<file path="config.mk">
export PLATFORM = sky130hd
export DESIGN_NAME = strap_override_stack_config
export DESIGN_NICKNAME = d
export VERILOG_FILES = /design/src/hw/strap_cfg_pkg.sv /design/src/hw/strap_if.sv /design/src/hw/strap_override_stack_config.sv /design/src/hw/strap_sampler.sv
export SDC_FILE = /design/constraint.sdc
export NUM_CORES = 1
export LEC_CHECK = 0
export BUFFER_PORTS_ARGS = -buffer_cell sky130_fd_sc_hd__buf_2
export CAP_MARGIN = 30
export CORE_ASPECT_RATIO = 0.5
export CORE_MARGIN = 8
export CORE_UTILIZATION = 53
export CTS_CLUSTER_SIZE = 16
export DETAILED_ROUTE_END_ITERATION = 8
export GPL_TIMING_DRIVEN = 0
export PLACE_DENSITY = 0.84
export SYNTH_ARGS = -nofsm -noshare
export SYNTH_HDL_FRONTEND = slang
export SYNTH_SLANG_ARGS = --single-unit
</file>
<file path="constraint.sdc">
create_clock -name i_clk_sys -period 3.1 [get_ports i_clk_sys]
set_clock_uncertainty 0.15 [all_clocks]
set_input_delay 0.465 -clock i_clk_sys [delete_from_list [all_inputs] [get_ports i_clk_sys]]
set_output_delay 0.465 -clock i_clk_sys [all_outputs]
set_load 0.02 [all_outputs]
</file>
<file path="src/hw/strap_cfg_pkg.sv">
// constants shared by the strap configuration loader and its strap sampler
// assumes a 100 MHz system clock and a command-level register port
`default_nettype none

package strap_cfg_pkg;

	// clock and strap settling time
	localparam int CLK_PERIOD_NS       = 10;
	localparam int STRAP_SETTLE_NS     = 1000;  // settling wait before sampling
	localparam int STRAP_SETTLE_CYCLES = (STRAP_SETTLE_NS + CLK_PERIOD_NS - 1) / CLK_PERIOD_NS;

	// command codes of the two registers
	localparam logic [7:0] CMD_STACK_ROLE_CONFIG    = 8'hd6;
	localparam logic [7:0] CMD_STRAP_OVERRIDE       = 8'hd8;

	// stack_role_config layout
	localparam int         STK_RAW_LSB              = 4;
	localparam int         STK_POS_LSB              = 2;
	localparam int         STK_CNT_LSB              = 0;
	localparam logic [3:0] STK_RAW_RESET            = 4'h0;

	// strap_override_control layout
	localparam int          OVR_W                   = 16;
	localparam int          BIT_ROLE                = 15;
	localparam int          BIT_SOFT_START          = 11;
	localparam int          BIT_FAULT_ACTION        = 10;
	localparam int          BIT_BUS_ADDR            = 9;
	localparam int          BIT_LIGHT_LOAD          = 6;
	localparam int          BIT_SWITCH_FREQ         = 5;
	localparam int          BIT_RAMP                = 4;
	localparam int          BIT_LOOP_GAIN           = 3;
	localparam int          BIT_CURRENT_LIMIT       = 2;
	localparam int          BIT_VOLTAGE_SELECT      = 0;
	localparam logic [15:0] OVR_WRITABLE_MASK       = 16'h8e7d;
	localparam logic [15:0] OVR_RESET               = 16'h8e7d;  // all straps in control

	// role and stack size encodings
	typedef enum logic [1:0] {
		POS_PRIMARY     = 2'h0,
		POS_SECONDARY_1 = 2'h1,
		POS_SECONDARY_2 = 2'h2,
		POS_SECONDARY_3 = 2'h3
	} stack_position_t;

	typedef enum logic [1:0] {
		CNT_SINGLE = 2'h0,
		CNT_TWO    = 2'h1,
		CNT_THREE  = 2'h2,
		CNT_FOUR   = 2'h3
	} stack_count_t;

	// power-up sequence, gray coded along its path
	typedef enum logic [2:0] {
		ST_WAIT_NVM = 3'h0,
		ST_SETTLE   = 3'h1,
		ST_CAPTURE  = 3'h3,
		ST_APPLY    = 3'h2,
		ST_RUN      = 3'h6
	} boot_state_t;

endpackage : strap_cfg_pkg

`default_nettype wire

</file>
<file path="src/hw/strap_if.sv">
// strap results passed from the sampler to the configuration loader
// assumes both ends sit on the system clock
`default_nettype none

interface strap_if;
	logic       capture;     // one-cycle request to freeze the straps
	logic [1:0] position;    // held stack position strap
	logic [1:0] count;       // held stack count strap
	logic       ext_fb;      // held external feedback divider strap

	modport sampler (input capture, output position, output count, output ext_fb);
	modport loader  (output capture, input position, input count, input ext_fb);
endinterface : strap_if

`default_nettype wire

</file>
<file path="src/hw/strap_override_stack_config.sv">
// strap capture, stack role register and strap override register
// assumes an outside bus engine hands over decoded commands, and an outside
// restore engine presents the stored override word once after power-up
// strap pins are asynchronous levels; the command port sits on the system clock
//
// Overview of operation
// stack config read as one byte, code d6
// upper nibble read-only, low fields from straps
// upper nibble keeps raw count and position
// position 00 primary up to 11 third secondary
// count 00 single up to 11 four phase
// role fields read back strap sensed values
// override word read and written, code d8
// straps win over stored values by default
// override bits act only after next power-up
// bit 15 clear forces primary single phase
// bits 14 to 12 read zero, writes ignored
// bit 11 gives soft-start to the strap
// bit 10 gives fault action to the strap
// bit 9 gives bus address to the strap
// bit 6 gives light-load mode to the strap
// bit 5 gives switching frequency to the strap
// bit 2 gives current limit to the strap
// bit 0 voltage strap, unless external divider
// straps sampled once per power cycle
`default_nettype none

module strap_override_stack_config #(
	parameter int SETTLE_CYCLES = strap_cfg_pkg::STRAP_SETTLE_CYCLES
) (
	input  wire logic        i_clk_sys,
	input  wire logic        i_reset_n,
	input  wire logic [1:0]  i_pin_stack_position,
	input  wire logic [1:0]  i_pin_stack_count,
	input  wire logic        i_pin_ext_feedback,
	input  wire logic        i_nvm_valid,
	input  wire logic [strap_cfg_pkg::OVR_W-1:0] i_nvm_override,
	input  wire logic        i_req_valid,
	input  wire logic        i_req_write,
	input  wire logic        i_req_word,
	input  wire logic [7:0]  i_req_code,
	input  wire logic [strap_cfg_pkg::OVR_W-1:0] i_req_wdata,
	output logic             o_rsp_valid,
	output logic             o_rsp_ack,
	output logic [strap_cfg_pkg::OVR_W-1:0] o_rsp_data,
	output logic [strap_cfg_pkg::OVR_W-1:0] o_override_image,
	output logic             o_config_done,
	output logic [1:0]       o_stack_position,
	output logic [1:0]       o_stack_count,
	output logic             o_use_strap_for_role,
	output logic             o_use_strap_for_soft_start,
	output logic             o_use_strap_for_fault_action,
	output logic             o_use_strap_for_bus_addr,
	output logic             o_use_strap_for_light_load,
	output logic             o_use_strap_for_switch_freq,
	output logic             o_use_strap_for_ramp,
	output logic             o_use_strap_for_loop_gain,
	output logic             o_use_strap_for_current_limit,
	output logic             o_use_strap_for_voltage_select
);
	import strap_cfg_pkg::*;

	// settle counter wide enough to reach the last settle count
	localparam int CW = (SETTLE_CYCLES > 1) ? $clog2(SETTLE_CYCLES + 1) : 1;

	// refuse a settle count the counter cannot serve
	// a zero count would freeze the straps before the sense circuits settle
	if (SETTLE_CYCLES < 1) begin : g_bad_settle
		$error("SETTLE_CYCLES must be at least one");
	end

	// drop unsupported override bits so they always read as zero
	// masking instead of refusing lets a host write still succeed, while
	// those positions come back as zero on the next read
	function automatic logic [OVR_W-1:0] clean_override(input logic [OVR_W-1:0] v);
		return v & OVR_WRITABLE_MASK;
	endfunction : clean_override

	// does a request address a register with the right size and direction
	// the role byte is read-only and byte wide; the override word moves
	// as one whole word in either direction
	function automatic logic req_legal(input logic [7:0] code, input logic wr,
			input logic word);
		logic ok;
		ok = 1'b0;
		if (code == CMD_STACK_ROLE_CONFIG) begin
			ok = !wr && !word;
		end else if (code == CMD_STRAP_OVERRIDE) begin
			ok = word;
		end
		return ok;
	endfunction : req_legal

	// strap pins cross a two-stage synchroniser inside the sampler, which
	// also keeps the frozen copy for the rest of the power cycle
	strap_if straps ();

	strap_sampler u_sampler (
		.i_clk_sys            (i_clk_sys),
		.i_reset_n            (i_reset_n),
		.i_pin_stack_position (i_pin_stack_position),
		.i_pin_stack_count    (i_pin_stack_count),
		.i_pin_ext_feedback   (i_pin_ext_feedback),
		.straps               (straps)
	);

	// power-up sequencer and its settle counter
	boot_state_t         state;
	boot_state_t         next_state;
	logic [CW-1:0]       settle_cnt;
	logic [CW-1:0]       next_settle_cnt;

	// override word as the host sees it, and the copy applied at power-up
	logic [OVR_W-1:0]    override_reg;
	logic [OVR_W-1:0]    next_override_reg;
	logic [OVR_W-1:0]    active_override;
	logic [OVR_W-1:0]    next_active_override;

	// strap results and effective role, frozen at apply
	logic [3:0]          raw_stack;
	logic [3:0]          next_raw_stack;
	logic [1:0]          eff_position;
	logic [1:0]          next_eff_position;
	logic [1:0]          eff_count;
	logic [1:0]          next_eff_count;

	// applied voltage-select choice and the end of configuration
	logic                use_vsel;
	logic                next_use_vsel;
	logic                done;
	logic                next_done;

	// registered answer of the command port
	logic                rsp_valid;
	logic                next_rsp_valid;
	logic                rsp_ack;
	logic                next_rsp_ack;
	logic [OVR_W-1:0]    rsp_data;
	logic [OVR_W-1:0]    next_rsp_data;

	// combinational image of the role byte, read through the answer register
	logic [7:0]          stack_byte;

	// the freeze request is issued only in the capture step
	assign straps.capture = (state == ST_CAPTURE);

	// live view of the stack role register
	// the raw nibble always shows the strap copy, even while the role
	// fields are forced to primary single phase
	always_comb begin
		stack_byte = 8'h00;
		stack_byte[STK_RAW_LSB +: 4] = raw_stack;
		stack_byte[STK_POS_LSB +: 2] = eff_position;
		stack_byte[STK_CNT_LSB +: 2] = eff_count;
	end

	// power-up sequence: restore, settle, freeze straps, apply
	always_comb begin
		next_state           = state;
		next_settle_cnt      = settle_cnt;
		next_active_override = active_override;
		next_raw_stack       = raw_stack;
		next_eff_position    = eff_position;
		next_eff_count       = eff_count;
		next_use_vsel        = use_vsel;
		next_done            = done;
		unique case (state)
			ST_WAIT_NVM: begin
				// the stored word must be in place before anything is applied
				if (i_nvm_valid) begin
					next_state      = ST_SETTLE;
					next_settle_cnt = '0;
				end
			end
			ST_SETTLE: begin
				// give the strap sense circuits time to settle before freezing
				if (settle_cnt == CW'(SETTLE_CYCLES - 1)) begin
					next_state = ST_CAPTURE;
				end else begin
					next_settle_cnt = settle_cnt + CW'(1);
				end
			end
			ST_CAPTURE: begin
				// the sampler freezes its synchronised copy on this cycle
				next_state = ST_APPLY;
			end
			ST_APPLY: begin
				// the stored word becomes active here only, never on a later write
				next_active_override = override_reg;
				next_raw_stack = {straps.count, straps.position};
				// with the role bit clear the role straps are ignored
				if (override_reg[BIT_ROLE]) begin
					next_eff_position = straps.position;
					next_eff_count    = straps.count;
				end else begin
					next_eff_position = POS_PRIMARY;
					next_eff_count    = CNT_SINGLE;
				end
				// the voltage strap has no say once the external divider is chosen
				next_use_vsel = override_reg[BIT_VOLTAGE_SELECT] && !straps.ext_fb;
				next_done     = 1'b1;
				next_state    = ST_RUN;
			end
			ST_RUN: begin
				// held until the next reset, so nothing is applied twice
				next_state = ST_RUN;
			end
			default: begin
				next_state = ST_WAIT_NVM;
			end
		endcase
	end

	// override word: restored once, then written by the host
	// a host write changes only this copy; the applied copy keeps its
	// power-up value, so a new choice needs a store and a power cycle
	always_comb begin
		next_override_reg = override_reg;
		if (state == ST_WAIT_NVM && i_nvm_valid) begin
			next_override_reg = clean_override(i_nvm_override);
		end else if (state == ST_RUN && i_req_valid && i_req_write
				&& req_legal(i_req_code, i_req_write, i_req_word)) begin
			next_override_reg = clean_override(i_req_wdata);
		end
	end

	// one answer the cycle after each request
	// early requests, unknown codes and wrong size or direction are
	// refused with zero data
	always_comb begin
		next_rsp_valid = 1'b0;
		next_rsp_ack   = 1'b0;
		next_rsp_data  = '0;
		if (i_req_valid) begin
			next_rsp_valid = 1'b1;
			if (state == ST_RUN && req_legal(i_req_code, i_req_write, i_req_word)) begin
				next_rsp_ack = 1'b1;
				if (!i_req_write) begin
					if (i_req_code == CMD_STACK_ROLE_CONFIG) begin
						next_rsp_data = {8'h00, stack_byte};
					end else begin
						next_rsp_data = override_reg;
					end
				end
			end
		end
	end

	// state registers; the asynchronous reset stands for a power cycle,
	// so every applied value returns to its power-up default here
	always_ff @(posedge i_clk_sys or negedge i_reset_n) begin
		if (!i_reset_n) begin
			state           <= ST_WAIT_NVM;
			settle_cnt      <= '0;
			override_reg    <= OVR_RESET;
			active_override <= OVR_RESET;
			raw_stack       <= STK_RAW_RESET;
			eff_position    <= POS_PRIMARY;
			eff_count       <= CNT_SINGLE;
			use_vsel        <= 1'b0;
			done            <= 1'b0;
			rsp_valid       <= 1'b0;
			rsp_ack         <= 1'b0;
			rsp_data        <= '0;
		end else begin
			state           <= next_state;
			settle_cnt      <= next_settle_cnt;
			override_reg    <= next_override_reg;
			active_override <= next_active_override;
			raw_stack       <= next_raw_stack;
			eff_position    <= next_eff_position;
			eff_count       <= next_eff_count;
			use_vsel        <= next_use_vsel;
			done            <= next_done;
			rsp_valid       <= next_rsp_valid;
			rsp_ack         <= next_rsp_ack;
			rsp_data        <= next_rsp_data;
		end
	end

	// outputs, each a flip-flop or a bit of one
	assign o_rsp_valid                    = rsp_valid;
	assign o_rsp_ack                      = rsp_ack;
	assign o_rsp_data                     = rsp_data;

	// word that a store would save
	assign o_override_image               = override_reg;  // word for the store engine

	// configuration state and effective role
	assign o_config_done                  = done;
	assign o_stack_position               = eff_position;
	assign o_stack_count                  = eff_count;

	// per-function strap selections from the applied word
	assign o_use_strap_for_role           = active_override[BIT_ROLE];
	assign o_use_strap_for_soft_start     = active_override[BIT_SOFT_START];
	assign o_use_strap_for_fault_action   = active_override[BIT_FAULT_ACTION];
	assign o_use_strap_for_bus_addr       = active_override[BIT_BUS_ADDR];
	assign o_use_strap_for_light_load     = active_override[BIT_LIGHT_LOAD];
	assign o_use_strap_for_switch_freq    = active_override[BIT_SWITCH_FREQ];
	assign o_use_strap_for_ramp           = active_override[BIT_RAMP];
	assign o_use_strap_for_loop_gain      = active_override[BIT_LOOP_GAIN];
	assign o_use_strap_for_current_limit  = active_override[BIT_CURRENT_LIMIT];
	assign o_use_strap_for_voltage_select = use_vsel;
endmodule : strap_override_stack_config

`default_nettype wire

</file>
<file path="src/hw/strap_sampler.sv">
// synchronises the strap pins and freezes them on a capture request
// assumes strap pins are asynchronous levels from the sensing circuits
`default_nettype none

module strap_sampler (
	input  wire logic    i_clk_sys,
	input  wire logic    i_reset_n,
	input  wire logic [1:0] i_pin_stack_position,
	input  wire logic [1:0] i_pin_stack_count,
	input  wire logic    i_pin_ext_feedback,
	strap_if.sampler     straps
);
	import strap_cfg_pkg::*;

	logic [4:0] sync_a;
	logic [4:0] sync_b;
	logic [4:0] held;
	logic [4:0] next_held;

	// hold only changes on the capture request
	always_comb begin
		next_held = held;
		if (straps.capture) begin
			next_held = sync_b;
		end
	end

	// two-stage synchroniser, then the frozen copy
	always_ff @(posedge i_clk_sys or negedge i_reset_n) begin
		if (!i_reset_n) begin
			sync_a <= 5'h00;
			sync_b <= 5'h00;
			held   <= 5'h00;
		end else begin
			sync_a <= {i_pin_ext_feedback, i_pin_stack_count, i_pin_stack_position};
			sync_b <= sync_a;
			held   <= next_held;
		end
	end

	assign straps.position = held[1:0];
	assign straps.count    = held[3:2];
	assign straps.ext_fb   = held[4];
endmodule : strap_sampler

`default_nettype wire

</file>
==> impl_metrics.env <==
export IMPL_status="completed"
export IMPL_start_kind="flop"
export IMPL_finalWirelength_mm=6.86
export IMPL_cts_setup_buffers=0
export IMPL_synthTopCellsByArea="dfrtp_1, dfstp_2, mux2_2, nand3_1, mux2i_1"
export IMPL_num_rows=19
export IMPL_antenna_violating_nets_post_route=0
export IMPL_pre_cts_ws_ns=0.695
export IMPL_yosysMostFrequentCell="dfrtp_1"
export IMPL_setup_viol=0
export IMPL_hp_class="in2async"
export IMPL_ys_flop_type="dfrtp_1"
export IMPL_crit_family="simple AND/OR/NAND/NOR gates"
export IMPL_root_buffer="clkbuf_8"
export IMPL_fin_setup_tns_ns=0
export IMPL_cts_tree="done"
export IMPL_critical_path_required_ns=3.22
export IMPL_grt_max_degree=69
export IMPL_worst_slew_pin_slew_ns=0.824
export IMPL_cts_resized_gates=0
export IMPL_grt_overflow=0
export IMPL_endpoint_kind="flop"
export IMPL_yosysUniqueCellTypes=38
export IMPL_synth_async_reset_ratio=1.00
export IMPL_drt_iter0_drc=208
export IMPL_hpwl_mm=5.05
export IMPL_synth_top_area_frac=0.430
export IMPL_io_pins=100
export IMPL_area_growth_pct=25.4
export IMPL_crit_path_max_fanout=10
export IMPL_cts_hold_buf=0
export IMPL_die_w_um=120
export IMPL_ys_top_cells_by_count="dfrtp_1, nand3_1, mux2_2"
export IMPL_seq_area_frac_synth=0.605
export IMPL_ir_drop_uv=445
export IMPL_cts_max_path_buffers=2
export IMPL_vias_per_cell=5.03
export IMPL_path_buf_inv=2
export IMPL_first_pass_iters=4
export IMPL_htreeDepth=3
export IMPL_regToRegSetupSlack_ns=0.88
export IMPL_drc=0
export IMPL_cap_violations=0
export IMPL_syn_cell_area_mm2=0.00285
export IMPL_yosysTopAreaCell="dfrtp_1"
export IMPL_die_area_mm2=0.00812
export IMPL_power_density_mw_per_mm2=757
export IMPL_numPortBuffers=77
export IMPL_core_area_mm2=0.00533
export IMPL_grtUsageTotal=0.174
export IMPL_period_minus_slack_ns=2.22
export IMPL_max_freq_mhz=450
export IMPL_crit_path_frequent_cell="clkbuf_1"
export IMPL_synth_edf_count=0
export IMPL_grt_pass1_wl_mm=11.0
export IMPL_vias=2082
export IMPL_crit_arrival_ns=2.34
export IMPL_antenna_found_initial=0
export IMPL_drive_gt1_frac=0.460
export IMPL_wl_per_cell_um=16.6
export IMPL_initial_core_util=0.535
export IMPL_grt_pass1_vias=2144
export IMPL_clk_pin_slew_ns=0.08
export IMPL_rsz0062_at_grt="false"
export IMPL_synth_ff_latch_count=68
export IMPL_crit_type="reg2reg"
export IMPL_cp_slowest_cell="clkbuf_1"
export IMPL_die_y_um=67.9
export IMPL_leakage_nw=1.77
export IMPL_layout_nets=388
export IMPL_hold_violations=0
export IMPL_critPathMaxStageDelay_ns=0.47
export IMPL_min_period_over_period=0.716
export IMPL_fin_ws_ns=0.880
export IMPL_netlist_instances=238
export IMPL_clock_latency_ns=0.34
export IMPL_worstPathCellList="or2_2 -> clkbuf_1 -> nor3b_1 -> clkbuf_1 -> nand2_1 -> nand3_1"
export IMPL_syn_avg_cell_area_um2=12.0
export IMPL_finalWeightedCongestion=0.902
export IMPL_ys_warnings_count=0
export IMPL_cts_buffers=9
export IMPL_slew_violations=0
export IMPL_slew_headroom=0.450
export IMPL_cts_num_sinks=68
export IMPL_antenna_cells=0
-- path summary, 6_finish.rpt --
| kind | to | cells past startpoint | startpoint |
|---|---|---|---|
| min in group i_clk_sys | u_sampler.sync_a[4] | 1 | i_pin_ext_feedback |
| setup reg to reg | o_override_image[5] | 6 | state[2] |
| hold / removal | o_config_done | 1 | i_reset_n |
| hold reg to reg | u_sampler.sync_b[0] | 0 | u_sampler.sync_a[0] |
| setup / recovery | o_override_image[5] | 6 | state[2] |
| max in group asynchronous | settle_cnt[0] | 1 | i_reset_n |
-- stage by stage --
| step | total power, mW | util | std cells | area [um^2] | hold slack [ns] |
|---|---|---|---|---|---|
| after detailed placement | 1.96 | 0.632 | 397 | 3360 | 0.186 |
| after floorplan | 1.72 | - | 247 | 2880 | 0.0194 |
| final | 2.70 | 0.671 | 414 | 3570 | 0.0587 |
| after global placement | 1.95 | 0.631 | 397 | 3360 | 0.183 |
| after CTS | 2.72 | 0.670 | 413 | 3570 | 0.0674 |
| after global routing | 2.86 | 0.671 | 414 | 3570 | 0.0668 |
-- sequential cells by signal, indices dropped and copies added (netlist names), 2 cells and up, named ones only --
signal	cells
o_rsp_data	12
o_override_image	10
active_override	9
settle_cnt	7
u_sampler.held	5
u_sampler.sync_a	5
u_sampler.sync_b	5
raw_stack	4
o_stack_count	2
o_stack_position	2
state	2
-- cell families after synthesis --
kind of cell,after synthesis,share of synthesized area
buf+inv,28,0.0540
other cells,1,0.00132
compound gates,15,0.0351
xor+xnor,2,0.00615
simple gates,95,0.187
mux,28,0.107
fa+ha+maj,1,0.00439
flops,68,0.605
-- power by group --
part	switching, mW	leakage (nW)	internal, mW	total (mW)
registers	0.175	0.837	1.10	1.27
clock network	0.362	0.0973	0.383	0.745
logic	0.385	0.835	0.302	0.687
-- layout by cell type, fill, tap and decap left out, types with 2 or more instances in the layout --
| master | count |
|---|---|
| a21oi_1 | 2 |
| a22o_1 | 5 |
| and3_1 | 3 |
| buf_2 | 79 |
| buf_4 | 12 |
| clkbuf_1 | 6 |
| clkbuf_8 | 9 |
| clkinvlp_4 | 2 |
| conb_1 | 10 |
| dfrtp_1 | 49 |
| dfstp_2 | 19 |
| inv_1 | 7 |
| inv_6 | 4 |
| mux2_2 | 20 |
| mux2i_1 | 8 |
| nand2_1 | 15 |
| nand2b_1 | 2 |
| nand3_1 | 37 |
| nand3b_1 | 4 |
| nor2_1 | 13 |
| nor2b_1 | 2 |
| nor3_1 | 3 |
| nor3b_2 | 4 |
| nor4_1 | 2 |
| o21ai_0 | 5 |
| or2_2 | 2 |
| xnor2_1 | 2 |
-- routing by layer --
layer,up-vias,track usage,share of wire
li1,1003,-,-
met1,993,0.238,0.49
met2,77,0.253,0.41
met3,9,0.0716,0.089
met4,0,0.0493,0.0085
met5,-,0,0
-- layout make-up --
type | instances | area [um^2]
Sequential cell | 68 | 1730
Buffer | 21 | 128
Clock inverter | 7 | 80.1
Timing Repair Buffer | 78 | 395
Clock buffer | 9 | 124
Multi-Input combinational cell | 151 | 1000
Fill cell | 424 | 1750
Inverter | 7 | 26.3
Tap cell | 73 | 91.3
(Power assumes the default switching activity.)
